**config.mk**
```make
export PLATFORM = sky130hd
export DESIGN_NAME = spwm_angle_pi_datapath
export DESIGN_NICKNAME = d
export VERILOG_FILES = /design/src/core/spwm_pkg.sv /design/src/core/pi_axis.sv /design/src/core/spwm_angle_pi_datapath.sv
export SDC_FILE = /design/constraint.sdc
export NUM_CORES = 2
export LEC_CHECK = 0
export BUFFER_PORTS_ARGS = -buffer_cell sky130_fd_sc_hd__buf_2
export CAP_MARGIN = 15
export CORE_MARGIN = 10
export CORE_UTILIZATION = 45
export CTS_CLUSTER_SIZE = 14
export DETAILED_ROUTE_END_ITERATION = 10
export PLACE_DENSITY = 0.65
export SYNTH_ARGS = -nofsm -noshare
export SYNTH_HDL_FRONTEND = slang
export SYNTH_HIERARCHICAL = 1
export SYNTH_SLANG_ARGS = --single-unit
```
**constraint.sdc**
```tcl
create_clock -name clk_sys -period 43 [get_ports clk_sys]
set_input_delay 6.45 -clock clk_sys [delete_from_list [all_inputs] [get_ports clk_sys]]
set_output_delay 6.45 -clock clk_sys [all_outputs]
set_load 0.05 [all_outputs]
```
**src/core/spwm_pkg.sv**
```systemverilog
package spwm_pkg;

  // register offsets (byte addresses on the original 8-bit map)
  localparam logic [15:0] OFS_D_SETPOINT   = 16'h4090;
  localparam logic [15:0] OFS_Q_SETPOINT   = 16'h4092;
  localparam logic [15:0] OFS_KP           = 16'h4094;
  localparam logic [15:0] OFS_KI           = 16'h4096;
  localparam logic [15:0] OFS_BUS_VOLTAGE  = 16'h4098;
  localparam logic [15:0] OFS_CONTROL      = 16'h40a0;
  localparam logic [15:0] OFS_RAMP_SPEED   = 16'h40a8;
  localparam logic [15:0] OFS_RAMP_ACCEL   = 16'h40aa;
  localparam logic [15:0] OFS_RAMP_LENGTH  = 16'h40ac;
  localparam logic [15:0] OFS_D_MAX        = 16'h40b0;
  localparam logic [15:0] OFS_D_MIN        = 16'h40b2;
  localparam logic [15:0] OFS_Q_MAX        = 16'h40b4;
  localparam logic [15:0] OFS_Q_MIN        = 16'h40b6;
  localparam logic [15:0] OFS_D_VOLT       = 16'h40b8;
  localparam logic [15:0] OFS_Q_VOLT       = 16'h40ba;
  localparam logic [15:0] OFS_D_CURR       = 16'h40bc;
  localparam logic [15:0] OFS_Q_CURR       = 16'h40be;
  localparam logic [15:0] OFS_BETA_CURR    = 16'h40c0;
  localparam logic [15:0] OFS_BETA_VOLT    = 16'h40c2;
  localparam logic [15:0] OFS_ALPHA_VOLT   = 16'h40c4;
  localparam logic [15:0] OFS_PHB_CURR     = 16'h40c8;
  localparam logic [15:0] OFS_PHA_CURR     = 16'h40ca;
  localparam logic [15:0] OFS_ANGLE        = 16'h40cc;
  localparam logic [15:0] OFS_PHA_PEAK     = 16'h40da;
  localparam logic [15:0] OFS_PHB_PEAK     = 16'h40dc;

  // control register fields
  localparam int CTL_RAMP_EN_BIT  = 0;
  localparam int CTL_PEAK_CLR_BIT = 1;
  localparam int CTL_D_PI_OFF_BIT = 2;
  localparam int CTL_Q_PI_OFF_BIT = 3;

  localparam logic [15:0] RST_WORD     = 16'h0000;
  localparam logic [7:0]  RST_LENGTH   = 8'h00;
  localparam logic [31:0] RST_SPEED    = 32'h0000_0000;
  localparam logic [31:0] UNMAPPED_VAL = 32'h0000_0000;
  localparam int          RAMP_SHIFT   = 8;
  localparam int          KP_FRAC      = 12;
  localparam int          KI_FRAC      = 15;
  localparam int          BUS_FLT_SH   = 4;
  localparam logic [15:0] S16_MAX      = 16'h7fff;
  localparam logic [15:0] S16_MIN      = 16'h8000;

  typedef struct packed {
    logic        valid;
    logic [15:0] phase_a;
    logic [15:0] phase_b;
    logic [15:0] d_curr;
    logic [15:0] q_curr;
    logic [15:0] beta_curr;
    logic [15:0] alpha_volt;
    logic [15:0] beta_volt;
    logic [14:0] bus_raw;
  } sample_t;

  typedef struct packed {
    logic [15:0] d_volt;
    logic [15:0] q_volt;
    logic [15:0] angle;
  } modulation_t;

endpackage

```
**src/core/pi_axis.sv**
```systemverilog
`timescale 1ns/10ps
`default_nettype none
// one PI axis: saturating integrator, proportional term, output clamp
module pi_axis
  import spwm_pkg::*;
(
  // clock and reset
  input  wire logic        clk_sys,
  input  wire logic        sys_rst,
  // control
  input  wire logic        step,
  input  wire logic        enable,
  input  wire logic        load,
  input  wire logic [15:0] load_val,
  // operands
  input  wire logic [15:0] setpoint,
  input  wire logic [15:0] feedback,
  input  wire logic [14:0] kp,
  input  wire logic [14:0] ki,
  input  wire logic [15:0] lim_max,
  input  wire logic [15:0] lim_min,
  // result
  output logic      [15:0] out_q
);
  function automatic logic [15:0] sat16(input logic signed [47:0] v);
    if (v > 48'sd32767)
      sat16 = S16_MAX;
    else if (v < -48'sd32768)
      sat16 = S16_MIN;
    else
      sat16 = v[15:0];
  endfunction

  logic        [15:0] integ_q;
  logic signed [16:0] err;
  logic signed [47:0] p_term;
  logic signed [47:0] i_add;
  logic        [15:0] integ_raw;
  logic        [15:0] integ_d;
  logic        [15:0] sum_raw;
  logic        [15:0] out_d;

  assign err     = $signed({setpoint[15], setpoint}) -
                   $signed({feedback[15], feedback});
  assign p_term  = (48'(err) * $signed({33'h0, kp})) >>> KP_FRAC;
  assign i_add   = (48'(err) * $signed({33'h0, ki})) >>> KI_FRAC;
  // saturate, then clamp to limits, never wrap
  assign integ_raw = sat16(48'($signed(integ_q)) + i_add);
  assign integ_d   = ($signed(integ_raw) > $signed(lim_max)) ? lim_max :
                     ($signed(integ_raw) < $signed(lim_min)) ? lim_min :
                     integ_raw;
  assign sum_raw   = sat16(48'($signed(integ_d)) + p_term);
  assign out_d     = ($signed(sum_raw) > $signed(lim_max)) ? lim_max :
                     ($signed(sum_raw) < $signed(lim_min)) ? lim_min :
                     sum_raw;

  always_ff @(posedge clk_sys) begin
    if (sys_rst) begin
      integ_q <= RST_WORD;
      out_q   <= RST_WORD;
    end else if (load) begin
      integ_q <= load_val;
      out_q   <= load_val;
    end else if (step && enable) begin
      integ_q <= integ_d;
      out_q   <= out_d;
    end
  end

  pi_in_limits_a: assert property (
    @(posedge clk_sys) disable iff (sys_rst)
    $past(step && enable && !load) && $signed(lim_min) <= $signed(lim_max)
    && $stable(lim_max) && $stable(lim_min)
    |-> $signed(out_q) <= $signed(lim_max)
        && $signed(out_q) >= $signed(lim_min))
    else $error("pi output outside limits");

endmodule
`default_nettype wire

```
**src/core/spwm_angle_pi_datapath.sv**
```systemverilog
// Implementation choice: the Avalon-MM interface to the registers.
`timescale 1ns/10ps
`default_nettype none
module spwm_angle_pi_datapath
  import spwm_pkg::*;
(
  // clock and reset
  input  wire logic        clk_sys,
  input  wire logic        sys_rst,
  // avalon-mm slave
  input  wire logic [15:0] avs_address,
  input  wire logic        avs_read,
  input  wire logic        avs_write,
  input  wire logic [31:0] avs_writedata,
  input  wire logic [3:0]  avs_byteenable,
  output logic      [31:0] avs_readdata,
  output logic             avs_waitrequest,
  // pwm timer and adc side
  input  wire logic        pwm_cycle,
  input  wire sample_t     sample,
  // modulation stage
  output modulation_t      modulation,
  output logic             ramp_active
);
  // register state
  logic [15:0] d_setpoint_q, q_setpoint_q;
  logic [14:0] kp_q, ki_q;
  logic [15:0] accel_q;
  logic [7:0]  length_q;
  logic [15:0] d_max_q, d_min_q, q_max_q, q_min_q;
  logic [15:0] d_comp_q, q_comp_q;
  logic [31:0] speed_q;
  logic [15:0] angle_q;
  logic [15:0] ramp_cnt_q;
  logic        ramp_en_q, peak_clr_q, d_off_q, q_off_q;
  logic [15:0] pha_q, phb_q, dcur_q, qcur_q, bcur_q, av_q, bv_q;
  logic [15:0] pha_pk_q, phb_pk_q;
  logic [19:0] bus_acc_q;
  logic        ack_q;
  logic [31:0] rdata_q;
  logic [15:0] d_volt, q_volt;

  // bus decode: one wait cycle; writes land on the answering edge
  wire         req     = (avs_read || avs_write) && !ack_q;
  wire         wr      = avs_write && ack_q;
  wire  [15:0] wdat    = avs_writedata[15:0];
  wire         lo_be   = avs_byteenable[0] && avs_byteenable[1];
  wire         wr_ok   = wr && lo_be;
  wire         w_dset  = wr_ok && avs_address == OFS_D_SETPOINT;
  wire         w_qset  = wr_ok && avs_address == OFS_Q_SETPOINT;
  wire         w_kp    = wr_ok && avs_address == OFS_KP;
  wire         w_ki    = wr_ok && avs_address == OFS_KI;
  wire         w_ctl   = wr_ok && avs_address == OFS_CONTROL;
  wire         w_speed = wr_ok && avs_address == OFS_RAMP_SPEED;
  wire         w_accel = wr_ok && avs_address == OFS_RAMP_ACCEL;
  wire         w_len   = wr && avs_byteenable[0] &&
                         avs_address == OFS_RAMP_LENGTH;
  wire         w_dmax  = wr_ok && avs_address == OFS_D_MAX;
  wire         w_dmin  = wr_ok && avs_address == OFS_D_MIN;
  wire         w_qmax  = wr_ok && avs_address == OFS_Q_MAX;
  wire         w_qmin  = wr_ok && avs_address == OFS_Q_MIN;
  wire         w_dv    = wr_ok && avs_address == OFS_D_VOLT;
  wire         w_qv    = wr_ok && avs_address == OFS_Q_VOLT;
  wire         w_dcmp  = wr_ok && avs_address == OFS_BETA_VOLT;
  wire         w_qcmp  = wr_ok && avs_address == OFS_ALPHA_VOLT;
  wire         w_ang   = wr_ok && avs_address == OFS_ANGLE;

  // ramp sequencing
  wire  [15:0] ramp_limit = {length_q, 8'h00};
  wire         ramp_step  = pwm_cycle && ramp_en_q;
  wire         ramp_done  = ramp_step &&
                            (ramp_cnt_q + 16'h0001 >= ramp_limit);
  wire  [31:0] accel_ext  = {16'h0000, accel_q};
  wire  [31:0] speed_d    = speed_q + {{16{accel_ext[15]}}, accel_ext[15:0]};
  wire  [15:0] angle_d    = angle_q + speed_q[31:16];

  // peak tracking and bus voltage filter
  wire         pk_a_new = $signed(sample.phase_a) > $signed(pha_pk_q);
  wire         pk_b_new = $signed(sample.phase_b) > $signed(phb_pk_q);
  wire  [19:0] bus_in   = {5'h00, sample.bus_raw};
  wire  [19:0] bus_d    = bus_acc_q - (bus_acc_q >> BUS_FLT_SH) + bus_in;
  wire  [14:0] bus_flt  = bus_acc_q[BUS_FLT_SH +: 15];

  always_ff @(posedge clk_sys) begin
    if (sys_rst) begin
      d_setpoint_q <= RST_WORD;
      q_setpoint_q <= RST_WORD;
      kp_q         <= RST_WORD[14:0];
      ki_q         <= RST_WORD[14:0];
      accel_q      <= RST_WORD;
      length_q     <= RST_LENGTH;
      d_max_q      <= RST_WORD;
      d_min_q      <= RST_WORD;
      q_max_q      <= RST_WORD;
      q_min_q      <= RST_WORD;
      d_comp_q     <= RST_WORD;
      q_comp_q     <= RST_WORD;
    end else begin
      if (w_dset) d_setpoint_q <= wdat;
      if (w_qset) q_setpoint_q <= wdat;
      if (w_kp) kp_q <= wdat[14:0];
      if (w_ki) ki_q <= wdat[14:0];
      if (w_accel) accel_q <= wdat;
      if (w_len) length_q <= avs_writedata[7:0];
      if (w_dmax) d_max_q <= wdat;
      if (w_dmin) d_min_q <= wdat;
      if (w_qmax) q_max_q <= wdat;
      if (w_qmin) q_min_q <= wdat;
      if (w_dcmp) d_comp_q <= wdat;
      if (w_qcmp) q_comp_q <= wdat;
    end
  end

  // control bits; hardware completion wins over software set in same cycle
  always_ff @(posedge clk_sys) begin
    if (sys_rst) begin
      ramp_en_q  <= 1'b0;
      peak_clr_q <= 1'b0;
      d_off_q    <= 1'b0;
      q_off_q    <= 1'b0;
    end else begin
      if (ramp_done)
        ramp_en_q <= 1'b0;
      else if (w_ctl)
        ramp_en_q <= wdat[CTL_RAMP_EN_BIT];
      if (w_ctl) begin
        peak_clr_q <= wdat[CTL_PEAK_CLR_BIT];
        d_off_q    <= wdat[CTL_D_PI_OFF_BIT];
        q_off_q    <= wdat[CTL_Q_PI_OFF_BIT];
      end
    end
  end

  // ramp engine
  always_ff @(posedge clk_sys) begin
    if (sys_rst) begin
      speed_q    <= RST_SPEED;
      angle_q    <= RST_WORD;
      ramp_cnt_q <= RST_WORD;
    end else begin
      if (w_speed)
        speed_q <= {wdat, 16'h0000};
      else if (ramp_step)
        speed_q <= speed_d;
      if (w_ang)
        angle_q <= wdat;
      else if (pwm_cycle)
        angle_q <= angle_d;
      if (ramp_step && !ramp_done)
        ramp_cnt_q <= ramp_cnt_q + 16'h0001;
      else if (!ramp_en_q || ramp_done)
        ramp_cnt_q <= RST_WORD;
    end
  end

  // observed values and peaks
  always_ff @(posedge clk_sys) begin
    if (sys_rst) begin
      pha_q     <= RST_WORD;
      phb_q     <= RST_WORD;
      dcur_q    <= RST_WORD;
      qcur_q    <= RST_WORD;
      bcur_q    <= RST_WORD;
      av_q      <= RST_WORD;
      bv_q      <= RST_WORD;
      pha_pk_q  <= RST_WORD;
      phb_pk_q  <= RST_WORD;
      bus_acc_q <= 20'h00000;
    end else begin
      if (sample.valid) begin
        pha_q     <= sample.phase_a;
        phb_q     <= sample.phase_b;
        dcur_q    <= sample.d_curr;
        qcur_q    <= sample.q_curr;
        bcur_q    <= sample.beta_curr;
        av_q      <= sample.alpha_volt;
        bv_q      <= sample.beta_volt;
        bus_acc_q <= bus_d;
      end
      if (peak_clr_q) begin
        pha_pk_q <= RST_WORD;
        phb_pk_q <= RST_WORD;
      end else if (sample.valid) begin
        if (pk_a_new) pha_pk_q <= sample.phase_a;
        if (pk_b_new) phb_pk_q <= sample.phase_b;
      end
    end
  end

  pi_axis u_pi_d (
    .clk_sys  (clk_sys),
    .sys_rst  (sys_rst),
    .step     (pwm_cycle),
    .enable   (!d_off_q),
    .load     (w_dv),
    .load_val (wdat),
    .setpoint (d_setpoint_q),
    .feedback (dcur_q),
    .kp       (kp_q),
    .ki       (ki_q),
    .lim_max  (d_max_q),
    .lim_min  (d_min_q),
    .out_q    (d_volt)
  );

  pi_axis u_pi_q (
    .clk_sys  (clk_sys),
    .sys_rst  (sys_rst),
    .step     (pwm_cycle),
    .enable   (!q_off_q),
    .load     (w_qv),
    .load_val (wdat),
    .setpoint (q_setpoint_q),
    .feedback (qcur_q),
    .kp       (kp_q),
    .ki       (ki_q),
    .lim_max  (q_max_q),
    .lim_min  (q_min_q),
    .out_q    (q_volt)
  );

  // compensated voltages to the modulator, registered
  always_ff @(posedge clk_sys) begin
    if (sys_rst) begin
      modulation <= '0;
    end else begin
      modulation.d_volt <= d_volt + d_comp_q;
      modulation.q_volt <= q_volt + q_comp_q;
      modulation.angle  <= angle_q;
    end
  end
  assign ramp_active = ramp_en_q;

  // read mux; write-only cells read zero, shared offsets show observed
  logic [15:0] rmux;
  always_comb begin
    rmux = UNMAPPED_VAL[15:0];
    unique case (avs_address)
      OFS_D_SETPOINT:  rmux = d_setpoint_q;
      OFS_Q_SETPOINT:  rmux = q_setpoint_q;
      OFS_KP:          rmux = {1'b0, kp_q};
      OFS_KI:          rmux = {1'b0, ki_q};
      OFS_BUS_VOLTAGE: rmux = {1'b0, bus_flt};
      OFS_CONTROL:     rmux = {12'h000, q_off_q, d_off_q, peak_clr_q,
                               ramp_en_q};
      OFS_RAMP_SPEED:  rmux = speed_q[31:16];
      OFS_RAMP_LENGTH: rmux = {8'h00, length_q};
      OFS_Q_MAX:       rmux = q_max_q;
      OFS_Q_MIN:       rmux = q_min_q;
      OFS_D_VOLT:      rmux = d_volt;
      OFS_Q_VOLT:      rmux = q_volt;
      OFS_D_CURR:      rmux = dcur_q;
      OFS_Q_CURR:      rmux = qcur_q;
      OFS_BETA_CURR:   rmux = bcur_q;
      OFS_BETA_VOLT:   rmux = bv_q;
      OFS_ALPHA_VOLT:  rmux = av_q;
      OFS_PHB_CURR:    rmux = phb_q;
      OFS_PHA_CURR:    rmux = pha_q;
      OFS_ANGLE:       rmux = angle_q;
      OFS_PHA_PEAK:    rmux = pha_pk_q;
      OFS_PHB_PEAK:    rmux = phb_pk_q;
      default:         rmux = UNMAPPED_VAL[15:0];
    endcase
  end

  always_ff @(posedge clk_sys) begin
    if (sys_rst) begin
      ack_q   <= 1'b0;
      rdata_q <= UNMAPPED_VAL;
    end else begin
      ack_q <= req;
      if (avs_read && req)
        rdata_q <= {16'h0000, rmux};
    end
  end
  assign avs_waitrequest = !ack_q;
  assign avs_readdata    = rdata_q;

  ramp_stops_a: assert property (
    @(posedge clk_sys) disable iff (sys_rst)
    ramp_done |=> !ramp_en_q)
    else $error("ramp enable not cleared at limit");
  ramp_count_a: assert property (
    @(posedge clk_sys) disable iff (sys_rst)
    ramp_en_q |-> ramp_cnt_q < ramp_limit || length_q == 8'h00)
    else $error("ramp counter beyond limit");
  speed_step_a: assert property (
    @(posedge clk_sys) disable iff (sys_rst)
    ramp_step && !w_speed |=> speed_q == $past(speed_d))
    else $error("speed not accumulated");
  angle_step_a: assert property (
    @(posedge clk_sys) disable iff (sys_rst)
    pwm_cycle && !w_ang
    |=> angle_q == $past(angle_q) + $past(speed_q[31:16]))
    else $error("angle step wrong");
  angle_hold_a: assert property (
    @(posedge clk_sys) disable iff (sys_rst)
    !pwm_cycle && !w_ang |=> $stable(angle_q))
    else $error("angle moved off pwm cycle");
  angle_load_a: assert property (
    @(posedge clk_sys) disable iff (sys_rst)
    w_ang |=> angle_q == $past(wdat))
    else $error("angle write not loaded");
  peak_keep_a: assert property (
    @(posedge clk_sys) disable iff (sys_rst)
    !peak_clr_q |=> $signed(pha_pk_q) >= $signed($past(pha_pk_q)))
    else $error("peak fell without clear");
  peak_keep_b_a: assert property (
    @(posedge clk_sys) disable iff (sys_rst)
    !peak_clr_q |=> $signed(phb_pk_q) >= $signed($past(phb_pk_q)))
    else $error("phase b peak fell without clear");
  gain_top_a: assert property (
    @(posedge clk_sys) disable iff (sys_rst)
    ack_q && avs_read && avs_address == OFS_KP |-> avs_readdata[15] == 1'b0)
    else $error("gain top bit set");
  ki_top_a: assert property (
    @(posedge clk_sys) disable iff (sys_rst)
    ack_q && avs_read && avs_address == OFS_KI |-> avs_readdata[15] == 1'b0)
    else $error("integral gain top bit set");
  comp_sum_a: assert property (
    @(posedge clk_sys) disable iff (sys_rst)
    ##1 modulation.d_volt == $past(d_volt) + $past(d_comp_q))
    else $error("d compensation sum wrong");
  comp_sum_q_a: assert property (
    @(posedge clk_sys) disable iff (sys_rst)
    ##1 modulation.q_volt == $past(q_volt) + $past(q_comp_q))
    else $error("q compensation sum wrong");
  accel_high_a: assert property (
    @(posedge clk_sys) disable iff (sys_rst)
    ack_q && avs_read && avs_address == OFS_RAMP_ACCEL
    |-> avs_readdata == UNMAPPED_VAL)
    else $error("acceleration reads nonzero");

endmodule
`default_nettype wire

```
==> results.py <==
metrics = {
    "clock_network": {
        "clk_pin_slew_ps": 60,
        "clock_sinks": 543,
        "cts_made_buffers": 61,
        "cts_setup_buffers": 0,
        "cts_hold_buf": 0,
        "cts_buffer_depth": 3,
        "cts_max_level": 2,
        "cts_resized": 0,
        "cts_root_buffer": "clkbuf_16",
        "clkLatencyLatePin_ps": 710,
        "cts_tree": "yes",
    },
    "sta": {
        "tightest_slew_ps": 1550,
        "fin_setup_tns_ps": 0,
        "hold_violations": 0,
        "min_period_over_period_pct": 54.4,
        "finalSetupViolCount": 0,
        "finalClockSkew_ps": 67.1,
        "slew_headroom_pct": -3.12,
        "drv_slew": 1,
        "rsz0062_at_grt": "false",
        "clock.fmax_mhz": 42.7,
        "fin_hold_ws_ps": 453,
        "period_minus_slack_ps": 23390,
    },
    "synthesis": {
        "async_reset_ff_share_pct": 0,
        "synth_seq_area_share_pct": 14.3,
        "synth-edff-count": 0,
        "syn_avg_cell_area_um2": 8.46,
        "synth_area_um2": 76100,
        "synth.distinct_cells": 126,
        "synth_cells": 8993,
        "synth_seq_cells": 543,
        "ys.warnings.count": 6,
        "ys.flop_type": "dfxtp_1",
    },
    "place": {
        "routabilityCongestion": 1.01,
        "io_buffer_count": 232,
        "dpl.hpwl_um": 194000,
        "placedInstanceArea_um2": 79500,
    },
    "detailed_routing": {
        "vias": 64400,
        "drt-pass1-iter-count": 7,
        "first_iter_violations": 5802,
        "wirelength_um": 256000,
        "avgRoutedWirePerCell_um": 22.7,
        "vias_per_cell": 5.72,
        "drc": 0,
        "final_antenna_net_count": 0,
    },
    "die": {
        "placementRows": 150,
        "io_pins": 267,
        "core_um2": 168000,
        "die_area_um2": 186000,
        "die_y_um": 431,
        "die_w_um": 431,
        "floorplan.initialDensity_pct": 45.4,
    },
    "worst_setup_path": {
        "cp.arrival_ps": 23940,
        "slowest_delay_ps": 800,
        "setup.worst_path.end_class": "flop",
        "worst-r2r-cell-count": 93,
        "worstSetupPathType": "flop to flop",
        "r2r_slack_ps": 19610,
        "path_max_fanout": 32,
        "timing.critical_path.mode_cell": "a21o_1",
        "startpoint_type": "flop",
        "cp.required_ps": 43550,
        "cp_slowest_cell": "nor2_1",
        "r2r_end": "u_pi_d/out_q[7]$_SDFFE_PP0P_",
        "r2r_start": "dcur_q[1]$_SDFFE_PP0P_",
    },
    "global_route": {
        "met2_usage_pct": 43.3,
        "grt_overflow": 0,
        "grt.busiest_layer": "met2",
        "grt_pass1_vias": 66100,
        "antenna_found_initial": 15,
        "grt_pass1_wl_um": 394000,
        "grtUsageMet3_pct": 4.86,
        "gr-usage-met1_pct": 34.5,
        "grt_max_degree": 132,
        "grt_use_total_pct": 27.1,
    },
    "final_layout": {
        "drive_gt1_share_pct": 6.96,
        "area_growth_pct": 7.31,
        "top_register": "modulation",
        "largest_register_ffs": 48,
        "fill_cells": 16200,
        "fin_util_pct": 48.7,
        "fin_area_um2": 81600,
        "top_regs": "modulation x48, speed_q x32, bus_acc_q x20",
        "nets": 10900,
    },
    "power": {
        "vdd.ir_drop.worst_mv": 0.0571,
        "p_comb_share_pct": 54.5,
        "switching_share_pct": 46.7,
        "power.share.sequential_pct": 23.6,
        "p_per_area_nw_per_um2": 31.1,
        "power_switching_uw": 1180,
        "cellInternalPower_uw": 1350,
        "leakagePower_uw": 0.0379,
        "p_clk_share_pct": 21.9,
    },
    "flow_run": {
        "drv_cap": 0,
    },
    "hold_path": {
        "holdPathEnd": "ki_q[14]$_SDFFE_PP0P_",
        "min_from": "ki_q[14]$_SDFFE_PP0P_",
        "min_path_cells": 2,
        "hp-class": "flop to flop",
    },
    "run_status": {
        "status": "finished, violations left",
        "violations": "slew limit",
    },
}
[Yosys cell counts (all sizes together), types with 21 or more instances]
cell type / instances / area share (%)
fa: 1043 / 27
nand4: 54 / 0.45
a22o: 22 / 0.25
inv: 1388 / 6.8
clkbuf: 368 / 1.8
ha: 702 / 12
mux2i: 221 / 2.9
a31oi: 44 / 0.37
nand2: 1165 / 5.7
or3: 30 / 0.26
a21oi: 521 / 3.4
a222oi: 37 / 0.49
and3: 22 / 0.19
o221ai: 34 / 0.39
nor2: 498 / 2.5
o21a: 50 / 0.50
xnor2: 182 / 2.1
xor2: 92 / 1.1
o211ai: 76 / 0.78
nor2b: 179 / 1.5
a221oi: 37 / 0.51
nor3: 149 / 1.1
a22oi: 64 / 0.63
nand3: 135 / 0.90
o21ai: 244 / 1.6
a21o: 149 / 1.5
nand2b: 110 / 0.91
and2: 408 / 3.4
or2: 21 / 0.17
a211oi: 55 / 0.58
dfxtp: 543 / 14
buf: 75 / 0.55
[routing by layer]
| layer | wire, µm | vias up |
|---|---|---|
| met5 | 17 | - |
| met4 | 17000 | 2 |
| met3 | 21200 | 609 |
| met2 | 116000 | 2624 |
| met1 | 102000 | 32000 |
| li1 | - | 29200 |
[placed cells by master, fill, tap and decap left out, drive strengths merged, types with 50 or more instances in the layout]
master  count
fa       1043
nand2    1165
a21oi     521
nor3      149
xnor2     182
clkbuf     75
buf       359
nand3     135
nor2      498
mux2i     221
a22oi      64
a21o      149
nor2b     179
o21a       50
a211oi     55
o211ai     76
nand4      54
inv      1393
xor2       92
and2      408
nand2b    110
dfxtp     543
o21ai     244
ha        702
[stage by stage]
step	instances	power (µW)	setup WS, ps
final	11300	2540	19610
after global routing	11300	2690	17860
after CTS	11200	2510	19970
after detailed placement	11100	1950	20080
after global placement	11100	1920	20360
after floorplan	9008	1570	24220
[power groups by stage]
| stage | logic (µW) | registers, µW | clock network, µW |
|---|---|---|---|
| 3_5_place_dp | 1350 | 606 | 0 |
| 4_1_cts | 1360 | 595 | 560 |
| 5_1_grt | 1520 | 598 | 579 |
| 3_3_place_gp | 1320 | 606 | 0 |
| 6_report | 1380 | 598 | 555 |
| 2_1_floorplan | 975 | 590 | 0 |
[final cells by class]
type / count / area, µm² / area share [%]
Inverter: 1390 / 5220 / 6.39
Timing Repair Buffer: 360 / 2140 / 2.62
Antenna cell: 18 / 45.0 / 0.0552
Clock buffer: 74 / 1670 / 2.04
Clock inverter: 39 / 452 / 0.553
Tap cell: 2204 / 2760 / 3.38
Multi-Input combinational cell: 6632 / 58500 / 71.6
Sequential cell: 543 / 10900 / 13.3
[worst max path at each step]
| stage | startpoint | cells past startpoint | slack (ps) | end |
|---|---|---|---|---|
| 2_1_floorplan | dcur_q[1]$_SDFFE_PP0P_ | 101 | 24220 | u_pi_d/out_q[5]$_SDFFE_PP0P_ |
| 3_3_place_gp | dcur_q[0]$_SDFFE_PP0P_ | 89 | 20360 | u_pi_d/out_q[7]$_SDFFE_PP0P_ |
| 3_5_place_dp | dcur_q[1]$_SDFFE_PP0P_ | 93 | 20080 | u_pi_d/out_q[7]$_SDFFE_PP0P_ |
| 4_1_cts | dcur_q[1]$_SDFFE_PP0P_ | 93 | 19970 | u_pi_d/out_q[7]$_SDFFE_PP0P_ |
| 5_1_grt | dcur_q[0]$_SDFFE_PP0P_ | 90 | 17860 | u_pi_d/out_q[7]$_SDFFE_PP0P_ |
| 6_report | dcur_q[1]$_SDFFE_PP0P_ | 93 | 19610 | u_pi_d/out_q[7]$_SDFFE_PP0P_ |
[kinds of logic (layout without fill, tap and decap cells)]
group,count (synthesis),after routing,synth area share (%)
adder cells (fa/ha/maj),1753,1753,39.1
XOR/XNOR,274,274,3.15
AO/OA/AOI/OAI,1514,1514,13.3
other,1,34,0.00493
buffers and inverters,1833,1863,9.22
flip-flops,543,543,14.3
multiplexers,226,226,2.99
AND/OR/NAND/NOR,2849,2849,18.0
[critical path, delay by kind of cell, from the launching register on]
family	cells	cell delay, ps
AND/OR/NAND/NOR	26	5400
flip-flops	1	610
XOR/XNOR	3	590
adder cells (fa/ha/maj)	13	5030
AO/OA/AOI/OAI	43	10400
buffers and inverters	8	1210
Power figures use the tool's default switching activity.
